## config.mk

```make
export PLATFORM = sky130hd
export DESIGN_NAME = adc_sweep_ctrl
export DESIGN_NICKNAME = d
export VERILOG_FILES = /design/src/adc_sweep_pkg.sv /design/src/adc_sweep_ctrl.sv /design/src/trigger_fall_detect.sv
export SDC_FILE = /design/constraint.sdc
export NUM_CORES = 1
export LEC_CHECK = 0
export BUFFER_PORTS_ARGS = -buffer_cell sky130_fd_sc_hd__buf_2
export CAP_MARGIN = 15
export CELL_PAD_IN_SITES_DETAIL_PLACEMENT = 1
export CELL_PAD_IN_SITES_GLOBAL_PLACEMENT = 1
export CORE_ASPECT_RATIO = 1.1
export CORE_UTILIZATION = 30
export CTS_CLUSTER_SIZE = 14
export DETAILED_ROUTE_END_ITERATION = 10
export PLACE_DENSITY = 0.67
export SLEW_MARGIN = 20
export SYNTH_ARGS = -nofsm -noshare
export SYNTH_HDL_FRONTEND = slang
export SYNTH_SLANG_ARGS = --single-unit
```

## constraint.sdc

```tcl
create_clock -name clk_i -period 6.59 [get_ports clk_i]
set_input_delay 0.9885 -clock clk_i [delete_from_list [all_inputs] [get_ports clk_i]]
set_output_delay 0.9885 -clock clk_i [all_outputs]
set_load 0.02 [all_outputs]
```

## src/adc_sweep_pkg.sv

```systemverilog
`default_nettype none
package adc_sweep_pkg;
  // register byte offsets, one aligned word each
  localparam logic [7:0] CTRL0_OFFSET     = 8'h00;
  localparam logic [7:0] CTRL1_OFFSET     = 8'h04;
  localparam logic [7:0] CTRL2_OFFSET     = 8'h08;
  localparam logic [7:0] CTRL3_OFFSET     = 8'h0c;
  localparam logic [7:0] FLAG_OFFSET      = 8'h10;
  localparam logic [7:0] RESULT_OFFSET    = 8'h20;
  localparam logic [7:0] RESULT_END       = 8'h3c;
  // converter_control_0 fields
  localparam int CHANNEL_POS              = 0;
  localparam int TRIGGER_SELECT_POS       = 3;
  localparam int CONVERSION_START_POS     = 4;
  // converter_control_1 fields
  localparam int SWEEP_SIZE_POS           = 0;
  localparam int INPUT_EXTENSION_POS      = 2;
  localparam int SWEEP_MODE_POS           = 4;
  // converter_control_2 fields
  localparam int INPUT_GROUP_POS          = 0;
  localparam int TRIGGER_SOURCE_POS       = 2;
  // converter_control_3 and flag fields
  localparam int DMA_MODE_ENABLE_POS      = 0;
  localparam int FLAG_POS                 = 0;
  // reset values
  localparam logic [4:0] CTRL0_RESET      = 5'h00;
  localparam logic [4:0] CTRL1_RESET      = 5'h00;
  localparam logic [3:0] CTRL2_RESET      = 4'h0;
  localparam logic       CTRL3_RESET      = 1'b0;
  localparam logic       FLAG_RESET       = 1'b0;
  // hardware trigger source codes
  localparam logic [1:0] TRIG_SRC_PIN     = 2'b00;
  localparam logic [1:0] TRIG_SRC_TIMER_B2 = 2'b01;
  localparam logic [1:0] TRIG_SRC_TIMER_A0 = 2'b10;

  // sequencer states
  typedef enum logic [1:0] {
    ST_IDLE      = 2'b00,
    ST_WAIT_TRIG = 2'b01,
    ST_CONVERT   = 2'b10
  } seq_state_type;

  // apb request fields that travel together
  typedef struct packed {
    logic [7:0]  paddr;
    logic        pwrite;
    logic [31:0] pwdata;
  } apb_req_type;

  // analog input selection sent to the converter
  typedef struct packed {
    logic [1:0] extra;  // 01 extra input 0, 10 extra input 1
    logic [1:0] group;
    logic [2:0] index;
  } conv_channel_type;
endpackage
`default_nettype wire

```

## src/adc_sweep_ctrl.sv

```systemverilog
// Function
// - repeat mode reconverts one input while started
// - software trigger starts on start bit write
// - hardware trigger waits for selected source
// - source 00 starts on trigger pin fall
// - source 01 starts on timer B2 request
// - source 10 starts on timer A0 request
// - writing start bit 0 stops conversion
// - repeat without DMA raises no interrupt
// - sweep converts once, software trigger self-clears
// - sweep without DMA interrupts at sweep end
// - sweep group 2/4/6/8 inputs from index 0
// - repeat converts exactly one selected input
// - without DMA result goes to matching register
// - with DMA every result goes to register 0
// - with DMA only register 0 is updated
`timescale 1ns/1ps
`default_nettype none
module adc_sweep_ctrl #(
  parameter int RESULT_WIDTH = 10
) (
  input  wire logic                           clk_i,
  input  wire logic                           rst_i,
  input  wire logic                           psel_i,
  input  wire logic                           penable_i,
  input  wire adc_sweep_pkg::apb_req_type     apb_req_i,
  output logic [31:0]                         prdata_o,
  output logic                                pready_o,
  output logic                                pslverr_o,
  input  wire logic                           external_trigger_input_i,
  input  wire logic                           timer_b2_req_i,
  input  wire logic                           timer_a0_req_i,
  output logic                                conv_start_o,
  output adc_sweep_pkg::conv_channel_type     conv_channel_o,
  input  wire logic                           conv_done_i,
  input  wire logic [RESULT_WIDTH-1:0]        conv_data_i,
  output logic                                conv_irq_o,
  output logic                                dma_req_o,
  output logic                                busy_o
);
  import adc_sweep_pkg::*;

  // result width must fit one bus word
  if (RESULT_WIDTH < 1 || RESULT_WIDTH > 32) begin : g_width_check
    $error("RESULT_WIDTH must be 1 to 32");
  end

  // control registers
  logic [4:0]              ctrl0_reg;     // channel, trigger select, start
  logic [4:0]              ctrl1_reg;     // sweep size, extension, mode
  logic [3:0]              ctrl2_reg;     // group, trigger source
  logic                    ctrl3_reg;     // dma mode enable
  logic                    flag_reg;      // interrupt request flag
  logic [RESULT_WIDTH-1:0] result_reg [8];
  logic                    pready_reg;
  seq_state_type           state_reg;
  seq_state_type           state_next;
  logic [2:0]              sweep_idx_reg;
  logic [2:0]              sweep_idx_next;
  logic                    start_next;    // issue a conversion
  logic                    irq_next;
  logic                    hw_clear;      // sweep end clears start bit under software trigger
  logic                    ext_fall;

  // field views
  wire [2:0] channel_select   = ctrl0_reg[CHANNEL_POS +: 3];
  wire       trigger_select   = ctrl0_reg[TRIGGER_SELECT_POS];
  wire       conversion_start = ctrl0_reg[CONVERSION_START_POS];
  wire [1:0] sweep_size       = ctrl1_reg[SWEEP_SIZE_POS +: 2];
  wire [1:0] input_extension  = ctrl1_reg[INPUT_EXTENSION_POS +: 2];
  wire       sweep_mode       = ctrl1_reg[SWEEP_MODE_POS];
  wire [1:0] input_group      = ctrl2_reg[INPUT_GROUP_POS +: 2];
  wire [1:0] trigger_source   = ctrl2_reg[TRIGGER_SOURCE_POS +: 2];
  wire       dma_mode_enable  = ctrl3_reg;

  // apb decode: one wait state so read data can come from a flop
  wire [7:0]  paddr    = apb_req_i.paddr;
  wire [31:0] pwdata   = apb_req_i.pwdata;
  wire        access   = psel_i & penable_i;
  wire        complete = access & pready_reg;
  wire        wr_en    = complete & apb_req_i.pwrite;
  wire        hit_c0   = (paddr == CTRL0_OFFSET);
  wire        hit_c1   = (paddr == CTRL1_OFFSET);
  wire        hit_c2   = (paddr == CTRL2_OFFSET);
  wire        hit_c3   = (paddr == CTRL3_OFFSET);
  wire        hit_flag = (paddr == FLAG_OFFSET);
  wire        hit_res  = (paddr >= RESULT_OFFSET) && (paddr <= RESULT_END)
                         && (paddr[1:0] == 2'b00);
  wire        mapped   = hit_c0 | hit_c1 | hit_c2 | hit_c3 | hit_flag
                         | hit_res;
  wire [2:0]  res_sel  = paddr[4:2];
  wire        wr_c0    = wr_en & hit_c0;
  wire        wr_start = wr_c0 & pwdata[CONVERSION_START_POS];
  wire        wr_stop  = wr_c0 & ~pwdata[CONVERSION_START_POS];
  wire        wr_flag  = wr_en & hit_flag;

  // read mux; other result registers stay readable under dma but stale
  wire [31:0] res_word = 32'(result_reg[res_sel]);
  wire [31:0] rd_word  =
    hit_c0   ? {27'h0, ctrl0_reg} :
    hit_c1   ? {27'h0, ctrl1_reg} :
    hit_c2   ? {28'h0, ctrl2_reg} :
    hit_c3   ? {31'h0, ctrl3_reg} :
    hit_flag ? {31'h0, flag_reg}  :
    hit_res  ? res_word           : 32'h0;

  // hardware trigger selection
  wire hw_trig = (trigger_source == TRIG_SRC_PIN)      ? ext_fall :
                 (trigger_source == TRIG_SRC_TIMER_B2) ? timer_b2_req_i :
                 (trigger_source == TRIG_SRC_TIMER_A0) ? timer_a0_req_i :
                 1'b0;

  // index being converted and where its result lands
  wire [2:0] last_idx  = {sweep_size, 1'b1};
  wire [2:0] cur_idx   = sweep_mode ? sweep_idx_reg : channel_select;
  wire [2:0] store_idx = dma_mode_enable ? 3'd0 : cur_idx;
  wire       conv_ok   = (state_reg == ST_CONVERT) & conv_done_i;
  wire       sweep_end = sweep_mode & (sweep_idx_reg == last_idx);

  // external trigger pin synchroniser and fall detector
  trigger_fall_detect u_trig (
    .clk_i  (clk_i),
    .rst_i  (rst_i),
    .pin_i  (external_trigger_input_i),
    .fall_o (ext_fall)
  );

  // sequencer next state
  always_comb begin
    state_next     = state_reg;
    sweep_idx_next = sweep_idx_reg;
    start_next     = 1'b0;
    irq_next       = 1'b0;
    hw_clear       = 1'b0;
    case (state_reg)
      ST_IDLE: begin
        if (wr_start) begin
          sweep_idx_next = 3'd0;
          if (pwdata[TRIGGER_SELECT_POS]) begin
            state_next = ST_WAIT_TRIG;
          end else begin
            state_next = ST_CONVERT;
            start_next = 1'b1;
          end
        end
      end
      ST_WAIT_TRIG: begin
        if (wr_stop) begin
          state_next = ST_IDLE;
        end else if (hw_trig) begin
          state_next = ST_CONVERT;
          start_next = 1'b1;
        end
      end
      ST_CONVERT: begin
        if (wr_stop) begin
          state_next = ST_IDLE;
        end else if (conv_done_i) begin
          // dma mode wants an interrupt on every result
          irq_next = dma_mode_enable;
          if (!sweep_mode) begin
            start_next = 1'b1;
          end else if (sweep_end) begin
            state_next = ST_IDLE;
            hw_clear   = ~trigger_select;
            irq_next   = 1'b1;
          end else begin
            sweep_idx_next = sweep_idx_reg + 3'd1;
            start_next     = 1'b1;
          end
        end
      end
      default: begin
        state_next = ST_IDLE;
      end
    endcase
  end

  // sequencer and converter request flops
  always_ff @(posedge clk_i) begin
    if (rst_i) begin
      state_reg      <= ST_IDLE;
      sweep_idx_reg  <= 3'd0;
      conv_start_o   <= 1'b0;
      conv_irq_o     <= 1'b0;
      dma_req_o      <= 1'b0;
      busy_o         <= 1'b0;
      conv_channel_o <= '0;
    end else begin
      state_reg     <= state_next;
      sweep_idx_reg <= sweep_idx_next;
      conv_start_o  <= start_next;
      conv_irq_o    <= irq_next;
      dma_req_o     <= conv_ok & dma_mode_enable & ~wr_stop;
      busy_o        <= (state_next != ST_IDLE);
      if (start_next) begin
        conv_channel_o.group <= input_group;
        if (sweep_mode) begin
          conv_channel_o.extra <= 2'b00;
          conv_channel_o.index <= sweep_idx_next;
        end else begin
          conv_channel_o.extra <= input_extension;
          conv_channel_o.index <= channel_select;
        end
      end
    end
  end

  // control registers; a program write of start wins over hardware clear
  always_ff @(posedge clk_i) begin
    if (rst_i) begin
      ctrl0_reg <= CTRL0_RESET;
      ctrl1_reg <= CTRL1_RESET;
      ctrl2_reg <= CTRL2_RESET;
      ctrl3_reg <= CTRL3_RESET;
    end else begin
      if (wr_c0) begin
        ctrl0_reg <= pwdata[4:0];
      end else if (hw_clear) begin
        ctrl0_reg[CONVERSION_START_POS] <= 1'b0;
      end
      if (wr_en & hit_c1) begin
        ctrl1_reg <= pwdata[4:0];
      end
      if (wr_en & hit_c2) begin
        ctrl2_reg <= pwdata[3:0];
      end
      if (wr_en & hit_c3) begin
        ctrl3_reg <= pwdata[DMA_MODE_ENABLE_POS];
      end
    end
  end

  // interrupt flag: a new request wins over a program clear
  always_ff @(posedge clk_i) begin
    if (rst_i) begin
      flag_reg <= FLAG_RESET;
    end else if (irq_next & ~wr_stop) begin
      flag_reg <= 1'b1;
    end else if (wr_flag & ~pwdata[FLAG_POS]) begin
      flag_reg <= 1'b0;
    end
  end

  // result storage; results after a stop are dropped
  always_ff @(posedge clk_i) begin
    if (rst_i) begin
      for (int i = 0; i < 8; i++) begin
        result_reg[i] <= '0;
      end
    end else if (conv_ok & ~wr_stop) begin
      result_reg[store_idx] <= conv_data_i;
    end
  end

  // apb answer flops
  always_ff @(posedge clk_i) begin
    if (rst_i) begin
      pready_reg <= 1'b0;
      pready_o   <= 1'b0;
      pslverr_o  <= 1'b0;
      prdata_o   <= 32'h0;
    end else begin
      pready_reg <= access & ~pready_reg;
      pready_o   <= access & ~pready_reg;
      pslverr_o  <= access & ~pready_reg & ~mapped;
      prdata_o   <= (access & ~pready_reg) ? rd_word : 32'h0;
    end
  end

  // ---- assertions ----
  property p_sw_start;
    @(posedge clk_i) disable iff (rst_i)
    (state_reg == ST_IDLE && wr_start && !pwdata[TRIGGER_SELECT_POS])
      |=> conv_start_o && state_reg == ST_CONVERT;
  endproperty
  a_sw_start: assert property (p_sw_start)
    else $error("software start did not issue a conversion");

  property p_hw_wait;
    @(posedge clk_i) disable iff (rst_i)
    (state_reg == ST_WAIT_TRIG && !hw_trig && !wr_stop) |=> !conv_start_o;
  endproperty
  a_hw_wait: assert property (p_hw_wait)
    else $error("conversion began without a hardware trigger");

  property p_pin_trig;
    @(posedge clk_i) disable iff (rst_i)
    (state_reg == ST_WAIT_TRIG && trigger_source == TRIG_SRC_PIN
      && ext_fall && !wr_stop) |=> conv_start_o;
  endproperty
  a_pin_trig: assert property (p_pin_trig)
    else $error("pin fall did not start conversion");

  property p_b2_trig;
    @(posedge clk_i) disable iff (rst_i)
    (state_reg == ST_WAIT_TRIG && trigger_source == TRIG_SRC_TIMER_B2
      && timer_b2_req_i && !wr_stop) |=> conv_start_o;
  endproperty
  a_b2_trig: assert property (p_b2_trig)
    else $error("timer B2 request did not start conversion");

  property p_a0_trig;
    @(posedge clk_i) disable iff (rst_i)
    (state_reg == ST_WAIT_TRIG && trigger_source == TRIG_SRC_TIMER_A0
      && timer_a0_req_i && !wr_stop) |=> conv_start_o;
  endproperty
  a_a0_trig: assert property (p_a0_trig)
    else $error("timer A0 request did not start conversion");

  property p_stop;
    @(posedge clk_i) disable iff (rst_i)
    wr_stop |=> state_reg == ST_IDLE && !conv_start_o ##1 !conv_start_o [*2];
  endproperty
  a_stop: assert property (p_stop)
    else $error("stop write did not halt the sequencer");

  property p_repeat;
    @(posedge clk_i) disable iff (rst_i)
    (conv_ok && !sweep_mode && !wr_stop)
      |=> conv_start_o && conv_channel_o.index == $past(channel_select);
  endproperty
  a_repeat: assert property (p_repeat)
    else $error("repeat mode did not restart conversion");

  property p_no_irq;
    @(posedge clk_i) disable iff (rst_i)
    conv_irq_o |-> $past(dma_mode_enable) || $past(sweep_end);
  endproperty
  a_no_irq: assert property (p_no_irq)
    else $error("unexpected interrupt request");

  property p_sweep_end;
    @(posedge clk_i) disable iff (rst_i)
    (conv_ok && sweep_end && !trigger_select && !wr_c0)
      |=> !conversion_start && conv_irq_o && flag_reg;
  endproperty
  a_sweep_end: assert property (p_sweep_end)
    else $error("sweep end handling wrong");

  property p_dma_store;
    @(posedge clk_i) disable iff (rst_i)
    (conv_ok && dma_mode_enable && !wr_stop)
      |=> result_reg[0] == $past(conv_data_i) && dma_req_o && conv_irq_o;
  endproperty
  a_dma_store: assert property (p_dma_store)
    else $error("dma result not placed in register 0");

  property p_ready;
    @(posedge clk_i) disable iff (rst_i)
    (access && !pready_reg) |=> pready_o;
  endproperty
  a_ready: assert property (p_ready)
    else $error("apb access not answered");
endmodule
`default_nettype wire

```

## src/trigger_fall_detect.sv

```systemverilog
`timescale 1ns/1ps
`default_nettype none
module trigger_fall_detect (
  input  wire logic clk_i,
  input  wire logic rst_i,
  input  wire logic pin_i,
  output logic      fall_o
);
  logic sync1_reg;   // first stage, read only by the second
  logic sync2_reg;
  logic sync3_reg;
  logic level_reg;   // accepted pin level
  wire  agree = (sync2_reg == sync3_reg);

  // three-stage synchroniser; a level counts once stages two and three agree
  always_ff @(posedge clk_i) begin
    if (rst_i) begin
      sync1_reg <= 1'b1;
      sync2_reg <= 1'b1;
      sync3_reg <= 1'b1;
      level_reg <= 1'b1;
      fall_o    <= 1'b0;
    end else begin
      sync1_reg <= pin_i;
      sync2_reg <= sync1_reg;
      sync3_reg <= sync2_reg;
      if (agree) begin
        level_reg <= sync2_reg;
      end
      fall_o <= agree & level_reg & ~sync2_reg;
    end
  end
endmodule
`default_nettype wire

```

==> results of run 1 <==
worst min-delay path by stage:
stage                                startpoint                     endpoint  slack (ns)  cells after the start
floorplan           u_trig.sync1_reg$_SDFF_PP1_  u_trig.sync2_reg$_SDFF_PP1_        0.39                      1
global placement    u_trig.sync1_reg$_SDFF_PP1_  u_trig.sync2_reg$_SDFF_PP1_        0.41                      1
detailed placement  u_trig.sync1_reg$_SDFF_PP1_  u_trig.sync2_reg$_SDFF_PP1_        0.41                      1
CTS                 u_trig.sync1_reg$_SDFF_PP1_  u_trig.sync2_reg$_SDFF_PP1_        0.43                      1
global route        u_trig.sync1_reg$_SDFF_PP1_  u_trig.sync2_reg$_SDFF_PP1_        0.44                      1
finish              u_trig.sync1_reg$_SDFF_PP1_  u_trig.sync2_reg$_SDFF_PP1_        0.42                      1
through the flow:
step                utilization, %  setup slack (ns)
detailed placement            32.9              2.73
global route                  35.6              3.07
finish                        35.6              3.20
global placement              32.9              2.79
floorplan                        -              3.53
CTS                           35.6              3.19
layout by cell type (no fill, tap or decap), drive strengths merged, types with 3 or more instances in the layout:
cell type and count:
inv 11, conb 22, nor2 38, nand2 27, and3 3, clkinvlp 4, or2 12, mux4 20
a31oi 3, o21a 3, mux2 3, edfxtp 80, nor4 7, o21ai 14, or4 4, nand3 16
clkbuf 18, mux2i 18, dfxtp 49, nor3 11, buf 63, a211oi 4, nand4 7, a22oi 3
a21oi 23, clkinv 6, and2 82
metal layers:
metal	wire length, um	vias to the layer above
li1	-	1947
met1	6910	2089
met2	7870	110
met3	651	29
met4	437	0
met5	0	-
layout make-up:
| type | instances | share of cell area (%) |
|---|---|---|
| Clock buffer | 18 | 6.09 |
| Sequential cell | 129 | 48.0 |
| Tap cell | 252 | 4.48 |
| Multi-Input combinational cell | 352 | 34.7 |
| Timing Repair Buffer | 63 | 4.80 |
| Inverter | 7 | 0.373 |
| Clock inverter | 14 | 1.55 |
power breakdown:
part           switching [mW]  total (mW)  internal, mW
registers             0.00528       0.879         0.874
clock network           0.376       0.861         0.484
logic                  0.0665      0.0995        0.0331
cell families after synthesis:
group	after synthesis
DFF	129
xor gates and xnor gates	2
muxes	41
AOI/OAI and AO/OA	66
other	1
and+or+nand+nor	220
buffers and inverters	56
adders and majority gates	1
critical path, cell delays in order:
cell	delay, ns
buf_2	0.40
or4_1	0.62
or4_4	0.55
nand2_2	0.22
nor4_1	0.09
buf_4	0.21
or2_2	0.43
==> key figures, run 1 <==
Logic synthesis
  – Post-Syn Instances: 516
  – Post-synth top area share: 39.7%
  – Top FF cell, synth: edfxtp_1
  – Flops & latches, synth: 129
  – Top cells by count, synth: and2_1, edfxtp_1, dfxtp_1, nor2_1, nand2_1
  – Fraction of registers with async set/reset: 0%
  – Post-Synth Adder-Cell Area: less than 1%
  – XOR/XNOR share of the synthesized area: 0.290%
  – Yosys cell types: 56
  – Post-synthesis mux area share: 11.0%
  – Ys Warns: 0
  – Largest family of logic cells by synthesized area: simple AND/OR/NAND/NOR gates
  – Synth Area in Compound Gates: 7.30%
  – Leading area contributor after synthesis: edfxtp_1
  – Simple-Gate Fraction of Synth Area: about a fifth
  – Post-synth EDFFs: 80
  – Post-synthesis cell area: 6050 um2
  – Sequential area share after synthesis: 55.9%
  – Syn Area/Cell: 11.7 um2
  – Count leader, synth: and2_1
  – Synth top area cells: edfxtp_1, dfxtp_1, and2_1, mux4_2, mux2i_1

Critical path
  – Startpoint Class: primary input
  – Critical Path End Type: register
  – CP endpoint: result_reg[7][8]$_SDFFCE_PN0P_
  – Critical path data arrival time: 3.53 ns
  – Reg-to-Reg End: result_reg[7][8]$_SDFFCE_PN0P_
  – Crit Path Class: primary input to register
  – Crit. Startpoint: apb_req_i[35]
  – CP Data Required Time: 6.73 ns
  – Max FO, Critical Path: 32
  – Worst Reg-to-Reg Cells: 6
  – Flop2flop setup slack: 3.93 ns
  – FF-to-FF Start: pready_reg$_SDFF_PP0_

Die
  – Initial Utilization: between 30% and 40%
  – IO Count: 104
  – Die width: ~140 um
  – Placement row count: 54
  – Core Region: 19800 um2
  – Die Ht: 151 um
  – Die footprint: 20700 um2

Clock network
  – Clock tree buffer depth: 2
  – Setup Buffers After CTS: 0
  – H-tree depth: 4
  – Cts hold-fix bufs: 0
  – Cells resized by post-CTS repair: 0
  – Root Driver: clkbuf_16
  – Clk sink count: 129
  – Clock Latency Late Sink: 0.43 ns
  – Clock slew at reported path FFs: roughly 0.060 ns
  – CTS tree: yes
  – Inserted Clock Buffers: 17

GRT
  – Met2 usage: 28.2%
  – Global-route wire length before repair: 25000 um
  – Most Used Layer, Global Route: met2
  – Vias in the first global route: 4483
  – Initial antenna violation count: 0
  – Largest net degree at the start of global routing: 42
  – GRT Util Overall: 16.6%
  – M1 GR Usage: 19.9%
  – Met3 Resource Use GR: 3.58%
  – Congestion Overflow GR: 0

Route
  – Vias per cell: 5.00
  – DRT Wirelength: 15900 um
  – 1st-iter DRT viols: 167
  – Drt drc: 0
  – Vias: 4175
  – Routed WL per cell: 19.0 um
  – Pre-Repair DR Iteration Count: 5
  – Antenna Violating Nets Remaining: 0

Final layout
  – Area delta synth->final: 16.4%
  – Ant diodes: 0
  – Layout cell share with drive strength beyond 1: 23.7%
  – Final cell count without fillers: 835
  – Register area: ~3400 um2
  – Number of flip-flops in the largest register: 80
  – Final instance area: just over 7000 um2
  – Multi-input gate area: 2440 um2
  – Fillers: 2174
  – NumNets Final: 630

STA
  – Final setup vio count: 0
  – Max Freq: 0.295 GHz
  – Slew headroom: 33.7%
  – Slew Limit Fails: 0
  – Min Tclk post-route: 3.39 ns
  – Fin Setup TNS: 0 ns
  – RSZ-0062 raised after global routing: no
  – Worst Skew: 0.00897 ns
  – Slew @ Worst Pin: 0.995 ns
  – Final Hold Slack: roughly 0.42 ns
  – Tcrit/Tclk final: 51.4%
  – Hold Violations, Final: 0

Pwr
  – P_leak: 2.66 nW
  – Power, Total: 1.84 mW
  – Pwr/cell area: roughly 260 nW/um2
  – Maximum vdd ir drop: 174 uV

Place
  – DP HPWL: 11000 um
  – Placed Cells: 803
  – Placement-stage cell area: 6500 um2
  – Routability cong.: 0.799
  – Port Buf Inserts: 54

Outcome
  – Status: complete, no violations

Min path
  – Hold/Removal Path Class: register to register

Job
  – Max_cap viols: 0
No activity file was read; power rests on OpenSTA's default activity.
==> run 2, diff against run 1 <==
--- a/config.mk
+++ b/config.mk
@@ -13,7 +13,7 @@
 export CORE_UTILIZATION = 30
 export CTS_CLUSTER_SIZE = 14
 export DETAILED_ROUTE_END_ITERATION = 10
-export PLACE_DENSITY = 0.67
+export PLACE_DENSITY = 0.7
 export SLEW_MARGIN = 20
 export SYNTH_ARGS = -nofsm -noshare
 export SYNTH_HDL_FRONTEND = slang
==> constraint.sdc (replaced) <==
create_clock -name clk_i -period 3 [get_ports clk_i]
set_input_delay 0.45 -clock clk_i [delete_from_list [all_inputs] [get_ports clk_i]]
set_output_delay 0.45 -clock clk_i [all_outputs]
set_load 0.02 [all_outputs]
==> run 2 against run 1 <==
Via count increased by 1.0%. Critical endpoint is now result_reg[1][0]$_SDFFCE_PN0P_. Largest cell class unchanged. Combinational power increased by 130%. Sequential cell count unchanged. Total power increased by 130%. Clock power increased by 130%.
==> key figures, run 2 (synthesis gave the netlist of run 1 again) <==
Outcome
  – Status: complete, no violations

Die
  – Die Ht: 151 um (unchanged)
  – Placement row count: 54 (unchanged)
  – Die width: 137 um (unchanged)
  – Initial Utilization: 30.6% (unchanged)
  – Core Region: 19800 um2 (unchanged)
  – IO Count: 104 (unchanged)
  – Die footprint: 20700 um2 (unchanged)

Min path
  – HP Start: external_trigger_input_i
  – Hold-critical path depth: 2 (+1)
  – Hold/Removal Path Class: primary input to register

Clock network
  – Clk sink count: 129 (unchanged)
  – Setup Buffers After CTS: 0 (unchanged)
  – Clock Latency Late Sink: 0.42 ns (about the same)
  – Inserted Clock Buffers: 17 (unchanged)
  – Cells resized by post-CTS repair: 0 (unchanged)
  – Root Driver: clkbuf_16
  – CTS tree: yes
  – Clock slew at reported path FFs: 0.06 ns (about the same)
  – Cts hold-fix bufs: 0 (unchanged)
  – Clock tree buffer depth: 2 (unchanged)
  – H-tree depth: 4 (unchanged)

Critical path
  – CP Data Required Time: 3.09 ns (-3.64 ns)
  – Crit. Startpoint: ctrl1_reg[4]$_SDFFE_PP0P_
  – Max FO, Critical Path: 14 (-56%)
  – CP endpoint: result_reg[1][0]$_SDFFCE_PN0P_
  – Reg-to-Reg End: result_reg[1][0]$_SDFFCE_PN0P_
  – Critical Path End Type: register
  – Flop2flop setup slack: 0.52 ns (-3.41 ns)
  – Startpoint Class: register
  – FF-to-FF Start: ctrl1_reg[4]$_SDFFE_PP0P_
  – Critical path data arrival time: 2.57 ns (-0.96 ns)
  – Crit Path Class: register to register
  – Worst Reg-to-Reg Cells: 4 (-2)

STA
  – Final setup vio count: 0 (unchanged)
  – Hold Violations, Final: 0 (unchanged)
  – Worst Skew: 0.00776 ns (-0.00121 ns)
  – Final setup margin: 0.517 ns (-2.68 ns)
  – Fin Setup TNS: 0 ns (unchanged)
  – Tcrit/Tclk final: 82.8%
  – Max Freq: 0.403 GHz
  – Final Hold Slack: 0.224 ns (-0.197 ns)
  – Min Tclk post-route: 2.48 ns
  – Slew @ Worst Pin: 0.768 ns (-0.226 ns)
  – Slew Limit Fails: 0 (unchanged)
  – RSZ-0062 raised after global routing: no
  – Slew headroom: 48.5% (+15 points)

Place
  – DP HPWL: 11500 um (+4.8%)
  – Routability cong.: 0.881 (+10%)
  – Port Buf Inserts: 54 (unchanged)
  – Place WS: 0.196 ns (-2.53 ns)

GRT
  – Largest net degree at the start of global routing: 30 (-29%)
  – Global-route wire length before repair: 24800 um (-0.50%)
  – Initial antenna violation count: 1 (+1)
  – Vias in the first global route: 4453 (-0.67%)
  – Congestion Overflow GR: 0 (unchanged)
  – GRT Util Overall: 16.6% (about the same)

Final layout
  – Layout cell share with drive strength beyond 1: 24.8% (+1.1 points)
  – Multi-input gate area: 2440 um2 (unchanged)
  – Register area: 3380 um2 (unchanged)
  – Commonest cells after routing, fill and taps aside: and2_1, edfxtp_1, buf_2
  – Commonest non-fill, non-tap cell in the layout: and2_1
  – NumNets Final: 641 (+1.7%)
  – Ant diodes: 0 (unchanged)
  – Number of flip-flops in the largest register: 80 (unchanged)
  – Area delta synth->final: 18.3%
  – Fillers: 2185 (+0.51%)

Route
  – Drt drc: 0 (unchanged)
  – Vias: 4218 (+1.0%)
  – Antenna Violating Nets Remaining: 0 (unchanged)
  – Vias per cell: 4.99 (-0.17%)
  – Routed WL per cell: 18.8 um (-0.88%)
  – 1st-iter DRT viols: 150 (-10%)
  – DRT Wirelength: 15900 um (+0.30%)
  – Pre-Repair DR Iteration Count: 4 (-1)

Pwr
  – Pwr/cell area: 580 nW/um2 (+120%)
  – Maximum vdd ir drop: 388 uV (+120%)
  – P_leak: 2.73 nW (+2.6%)

Job
  – Max_cap viols: 0 (unchanged)
==> run 2: changes by cell type in the layout (fill, tap and decap cells not counted), sizes merged <==
cell and delta:
bufinv +2, clkbuf +1, clkinv -1, buf +11, clkinvlp -1, inv -2
==> run 2: power breakdown <==
group	internal, mW	leakage [nW]	switching [mW]
Combinational	0.0770	1.25	0.149
Clock	1.22	0.270	0.772
Sequential	1.92	1.21	0.0124
==> run 2: how the worst min path moves through the flow <==
stage                                              to  slack, ns
final                     u_trig.sync1_reg$_SDFF_PP1_       0.22
after global routing      u_trig.sync1_reg$_SDFF_PP1_       0.22
after CTS                 u_trig.sync1_reg$_SDFF_PP1_       0.21
after detailed placement  u_trig.sync2_reg$_SDFF_PP1_       0.41
after global placement    u_trig.sync2_reg$_SDFF_PP1_       0.39
after floorplan           u_trig.sync2_reg$_SDFF_PP1_       0.39
==> run 2: through the flow <==
stage	total power, mW	util [%]	cell area (um2)	cells
floorplan	2.12	-	6130	537
global placement	2.19	33.3	6590	814
detailed placement	2.20	33.3	6590	814
CTS	4.20	36.1	7160	845
global route	4.28	36.1	7160	845
finish	4.15	36.1	7160	845
==> run 2: worst max-delay path, cell delays in order, from the launching register on <==
cell and delay [ns]:
dfxtp_1 0.67, mux2i_1 0.63, nand2_1 0.19, nor4_1 0.31, or2_2 0.36
==> run 2: cell type report <==
cell class	instances	area share [%]
flip-flops and latches	129	47.3
clock buffers	19	6.05
clock inverters	12	1.91
well taps	252	4.41
inverters	7	0.367
repair buffers	74	5.88
multi-input cells	352	34.1
==> run 2: layer usage <==
layer | vias up | part of all wire (%) | routed length, um | track usage, %
met2 | 115 | 51 | 8050 | 28.3
li1 | 1965 | - | - | -
met1 | 2104 | 43 | 6790 | 19.6
met4 | 2 | 3.1 | 499 | 7.53
met5 | - | 0.069 | 11 | 0
met3 | 32 | 3.6 | 571 | 3.88
==> run 3, diff against run 2 <==
--- a/config.mk
+++ b/config.mk
@@ -5,6 +5,7 @@
 export SDC_FILE = /design/constraint.sdc
 export NUM_CORES = 1
 export LEC_CHECK = 0
+export ABC_AREA = 1
 export BUFFER_PORTS_ARGS = -buffer_cell sky130_fd_sc_hd__buf_2
 export CAP_MARGIN = 15
 export CELL_PAD_IN_SITES_DETAIL_PLACEMENT = 1
==> constraint.sdc (replaced) <==
create_clock -name clk_i -period 2.5 [get_ports clk_i]
set_input_delay 0.375 -clock clk_i [delete_from_list [all_inputs] [get_ports clk_i]]
set_output_delay 0.375 -clock clk_i [all_outputs]
set_load 0.02 [all_outputs]
==> run 3 against run 2 <==
Maximum frequency grew 17%. Non-clock buffer count rose by 8. Critical endpoint is now result_reg[6][3]$_SDFFCE_PN0P_. Clock-buffer cell count up 2. Critical path type unchanged. Synthesized cell count increased by 23%. Hold slack worse by 0.090 ns. Sequential share of layout area is 0.88 points higher. Synthesized area decreased by 3.6%.
==> key figures, run 3 <==
Outcome
  – Status: complete, no violations

Die
  – Initial Utilization: 30.5% (about the same)
  – Die width: 135 um (-1.8%)
  – IO Count: 104 (unchanged)
  – Placement row count: 53 (-1.9%)
  – Die Ht: 148 um (-1.8%)
  – Core Region: 19100 um2 (-3.5%)
  – Die footprint: 20000 um2 (-3.6%)

Place
  – Port Buf Inserts: 54 (unchanged)
  – Routability cong.: 0.774 (-12%)
  – Place WS: 0.217 ns (+0.0206 ns)
  – DP HPWL: 11500 um (-0.13%)

Critical path
  – CP peak stage delay: 0.45 ns (-0.22 ns)
  – Flop2flop setup slack: 0.37 ns (-0.14 ns)
  – Max FO, Critical Path: 10 (-4)
  – Critical Path End Type: register
  – Worst Reg-to-Reg Cells: 8 (+4)
  – Slowest cell on crit path: nand2_1
  – Critical path's most frequent cell: nor2_1
  – FF-to-FF Start: ctrl1_reg[4]$_SDFFE_PP0P_
  – Crit Path Class: register to register
  – Crit. Startpoint: ctrl1_reg[4]$_SDFFE_PP0P_
  – Top Family by Delay on Critical Path: simple AND/OR/NAND/NOR gates
  – CP endpoint: result_reg[6][3]$_SDFFCE_PN0P_
  – Critical path, cell by cell: buf_4 -> nor2_1 -> a21oi_1 -> nor2_1 -> inv_1 -> nor2_1 -> nand3_1 -> nand2_1
  – Reg-to-Reg End: result_reg[6][3]$_SDFFCE_PN0P_
  – WP depth: 8 (+4)
  – Startpoint Class: register
  – Buffers plus inverters on the worst setup path: 2 (+2)
  – Critical path data arrival time: 2.17 ns (-0.40 ns)
  – CP Data Required Time: 2.55 ns (-0.54 ns)

Route
  – Routed WL per cell: 16.8 um (-11%)
  – Pre-Repair DR Iteration Count: 4 (unchanged)
  – Drt drc: 0 (unchanged)
  – 1st-iter DRT viols: 255 (+70%)
  – Vias: 4591 (+8.8%)
  – Vias per cell: 4.71 (-5.7%)
  – DRT Wirelength: 16400 um (+2.8%)
  – Antenna Violating Nets Remaining: 0 (unchanged)

Logic synthesis
  – Post-synth top area share: 41.2% (+1.5 points)
  – Syn Area/Cell: 9.17 um2 (-22%)
  – Yosys cell types: 43 (-23%)
  – Ys Warns: 0 (unchanged)
  – Leading area contributor after synthesis: edfxtp_1
  – Post-Syn Instances: 636 (+23%)
  – Fraction of registers with async set/reset: 0% (unchanged)
  – Synth top area cells: edfxtp_1, dfxtp_1, nor2_1, nand2_1, inv_1
  – Post-synth EDFFs: 80 (unchanged)
  – Top FF cell, synth: edfxtp_1
  – Sequential area share after synthesis: 58.0% (+2.1 points)
  – Post-synthesis cell area: 5830 um2 (-3.6%)
  – Flops & latches, synth: 129 (unchanged)
  – Top cells by count, synth: nor2_1, nand2_1, edfxtp_1, inv_1, dfxtp_1
  – Count leader, synth: nor2_1

Final layout
  – Layout cell share with drive strength beyond 1: 19.1% (-5.7 points)
  – Commonest non-fill, non-tap cell in the layout: nor2_1
  – NumNets Final: 775 (+21%)
  – Ant diodes: 0 (unchanged)
  – Commonest cells after routing, fill and taps aside: nor2_1, nand2_1, edfxtp_1
  – Area delta synth->final: 20.5%
  – Number of flip-flops in the largest register: 80 (unchanged)

STA
  – Final setup margin: 0.373 ns (-0.143 ns)
  – Tcrit/Tclk final: 85.1% (+2.3 points)
  – Final setup vio count: 0 (unchanged)
  – RSZ-0062 raised after global routing: no
  – Min Tclk post-route: 2.13 ns (-0.357 ns)
  – Worst Skew: 0.0201 ns (+0.0123 ns)
  – Max Freq: 0.470 GHz (+17%)
  – Fin Setup TNS: 0 ns (unchanged)
  – Slew @ Worst Pin: 0.568 ns (-0.200 ns)
  – Slew headroom: 62.0% (+14 points)
  – Hold Violations, Final: 0 (unchanged)
  – Slew Limit Fails: 0 (unchanged)

Pwr
  – P_leak: 2.97 nW (+8.5%)
  – Sw frac: 22.5% (about the same)
  – Clock network power share: 49.9% (+1.9 points)
  – Register share of total power: 44.8% (-1.8 points)
  – Sw power: 1.16 mW (+25%)
  – Int Pwr: 4.00 mW (+24%)
  – Maximum vdd ir drop: 463 uV (+19%)
  – Pwr/cell area: 735 nW/um2 (+27%)
  – Combinational Power Share: 5.3% (about the same)

Clock network
  – Root Driver: clkbuf_16
  – Clk sink count: 129 (unchanged)
  – Clock tree buffer depth: 2 (unchanged)
  – Cts hold-fix bufs: 0 (unchanged)
  – Cells resized by post-CTS repair: 0 (unchanged)
  – CTS tree: yes
  – H-tree depth: 4 (unchanged)
  – Clock slew at reported path FFs: 0.05 ns (about the same)
  – Setup Buffers After CTS: 0 (unchanged)
  – Clock Latency Late Sink: 0.43 ns (about the same)
  – Inserted Clock Buffers: 17 (unchanged)

GRT
  – Largest net degree at the start of global routing: 21 (-30%)
  – Global-route wire length before repair: 25900 um (+4.3%)
  – Vias in the first global route: 4705 (+5.7%)
  – Congestion Overflow GR: 0 (unchanged)
  – Initial antenna violation count: 0 (-1)
  – GRT Util Overall: 17.5% (+0.94 points)

Min path
  – Hold/Removal Path Class: primary input to register
  – HP Start: external_trigger_input_i
  – Hold-critical path depth: 2 (unchanged)

Job
  – Max_cap viols: 0 (unchanged)
run 3: changes by cell type in the layout (fill, tap and decap cells not counted), sizes merged, moves of 6 or more:
cell and change:
nor2 +118, and2 -82, nand2 +60, inv +56
mux4 -20, o21ai +19, mux2i -18, a21oi +15
nand3 +13, a22oi +12, buf +8, or2 -6
run 3: kinds of logic (layout without fill, tap and decap cells):
| kind of cell | count (synthesis) | after routing | synth area share, % |
|---|---|---|---|
| other | 1 | 22 | 0.0643 |
| buffers and inverters | 106 | 177 | 8.97 |
| AO/OA/AOI/OAI | 106 | 106 | 10.6 |
| XOR/XNOR | 1 | 1 | 0.150 |
| AND/OR/NAND/NOR | 292 | 292 | 22.0 |
| flip-flops | 129 | 129 | 58.0 |
| adder cells (fa/ha/maj) | 1 | 1 | 0.215 |
run 3: how the worst min path moves through the flow:
stage                                       end  slack, ns
global placement    u_trig.sync2_reg$_SDFF_PP1_       0.40
detailed placement  u_trig.sync2_reg$_SDFF_PP1_       0.41
floorplan           u_trig.sync2_reg$_SDFF_PP1_       0.39
global route        u_trig.sync1_reg$_SDFF_PP1_       0.13
finish              u_trig.sync1_reg$_SDFF_PP1_       0.13
CTS                 u_trig.sync1_reg$_SDFF_PP1_       0.13
run 3: layout make-up:
class	count	area (um2)
fillers	2232	12100
flip-flops and latches	129	3380
multi-input cells	422	2000
repair buffers	82	480
clock buffers	21	460
well taps	247	309
inverters	63	236
clock inverters	11	153
run 3: stage by stage:
step                      total power, mW  cells  hold slack [ns]  instance area [um2]  utilization (%)
after floorplan                      2.55    657            0.389                 5910                -
after global placement               2.63    943            0.400                 6410             33.6
after detailed placement             2.63    943            0.410                 6410             33.6
after CTS                            5.21    975            0.131                 7030             36.8
after global routing                 5.33    975            0.130                 7030             36.8
final                                5.17    975            0.134                 7030             36.8
run 3: layer usage:
| metal | GRT usage, % | vias to the layer above | wire length (um) |
|---|---|---|---|
| li1 | - | 2229 | - |
| met1 | 21.7 | 2227 | 7020 |
| met2 | 29.9 | 114 | 8330 |
| met3 | 2.90 | 21 | 706 |
| met4 | 7.70 | 0 | 319 |
| met5 | 0 | - | 0 |
run 3: power groups by stage:
stage	sequential (mW)	clock, mW	combinational [mW]
final	2.32	2.58	0.273
after global routing	2.32	2.71	0.303
after CTS	2.32	2.62	0.277
after detailed placement	2.36	0	0.273
after global placement	2.36	0	0.269
after floorplan	2.36	0	0.190
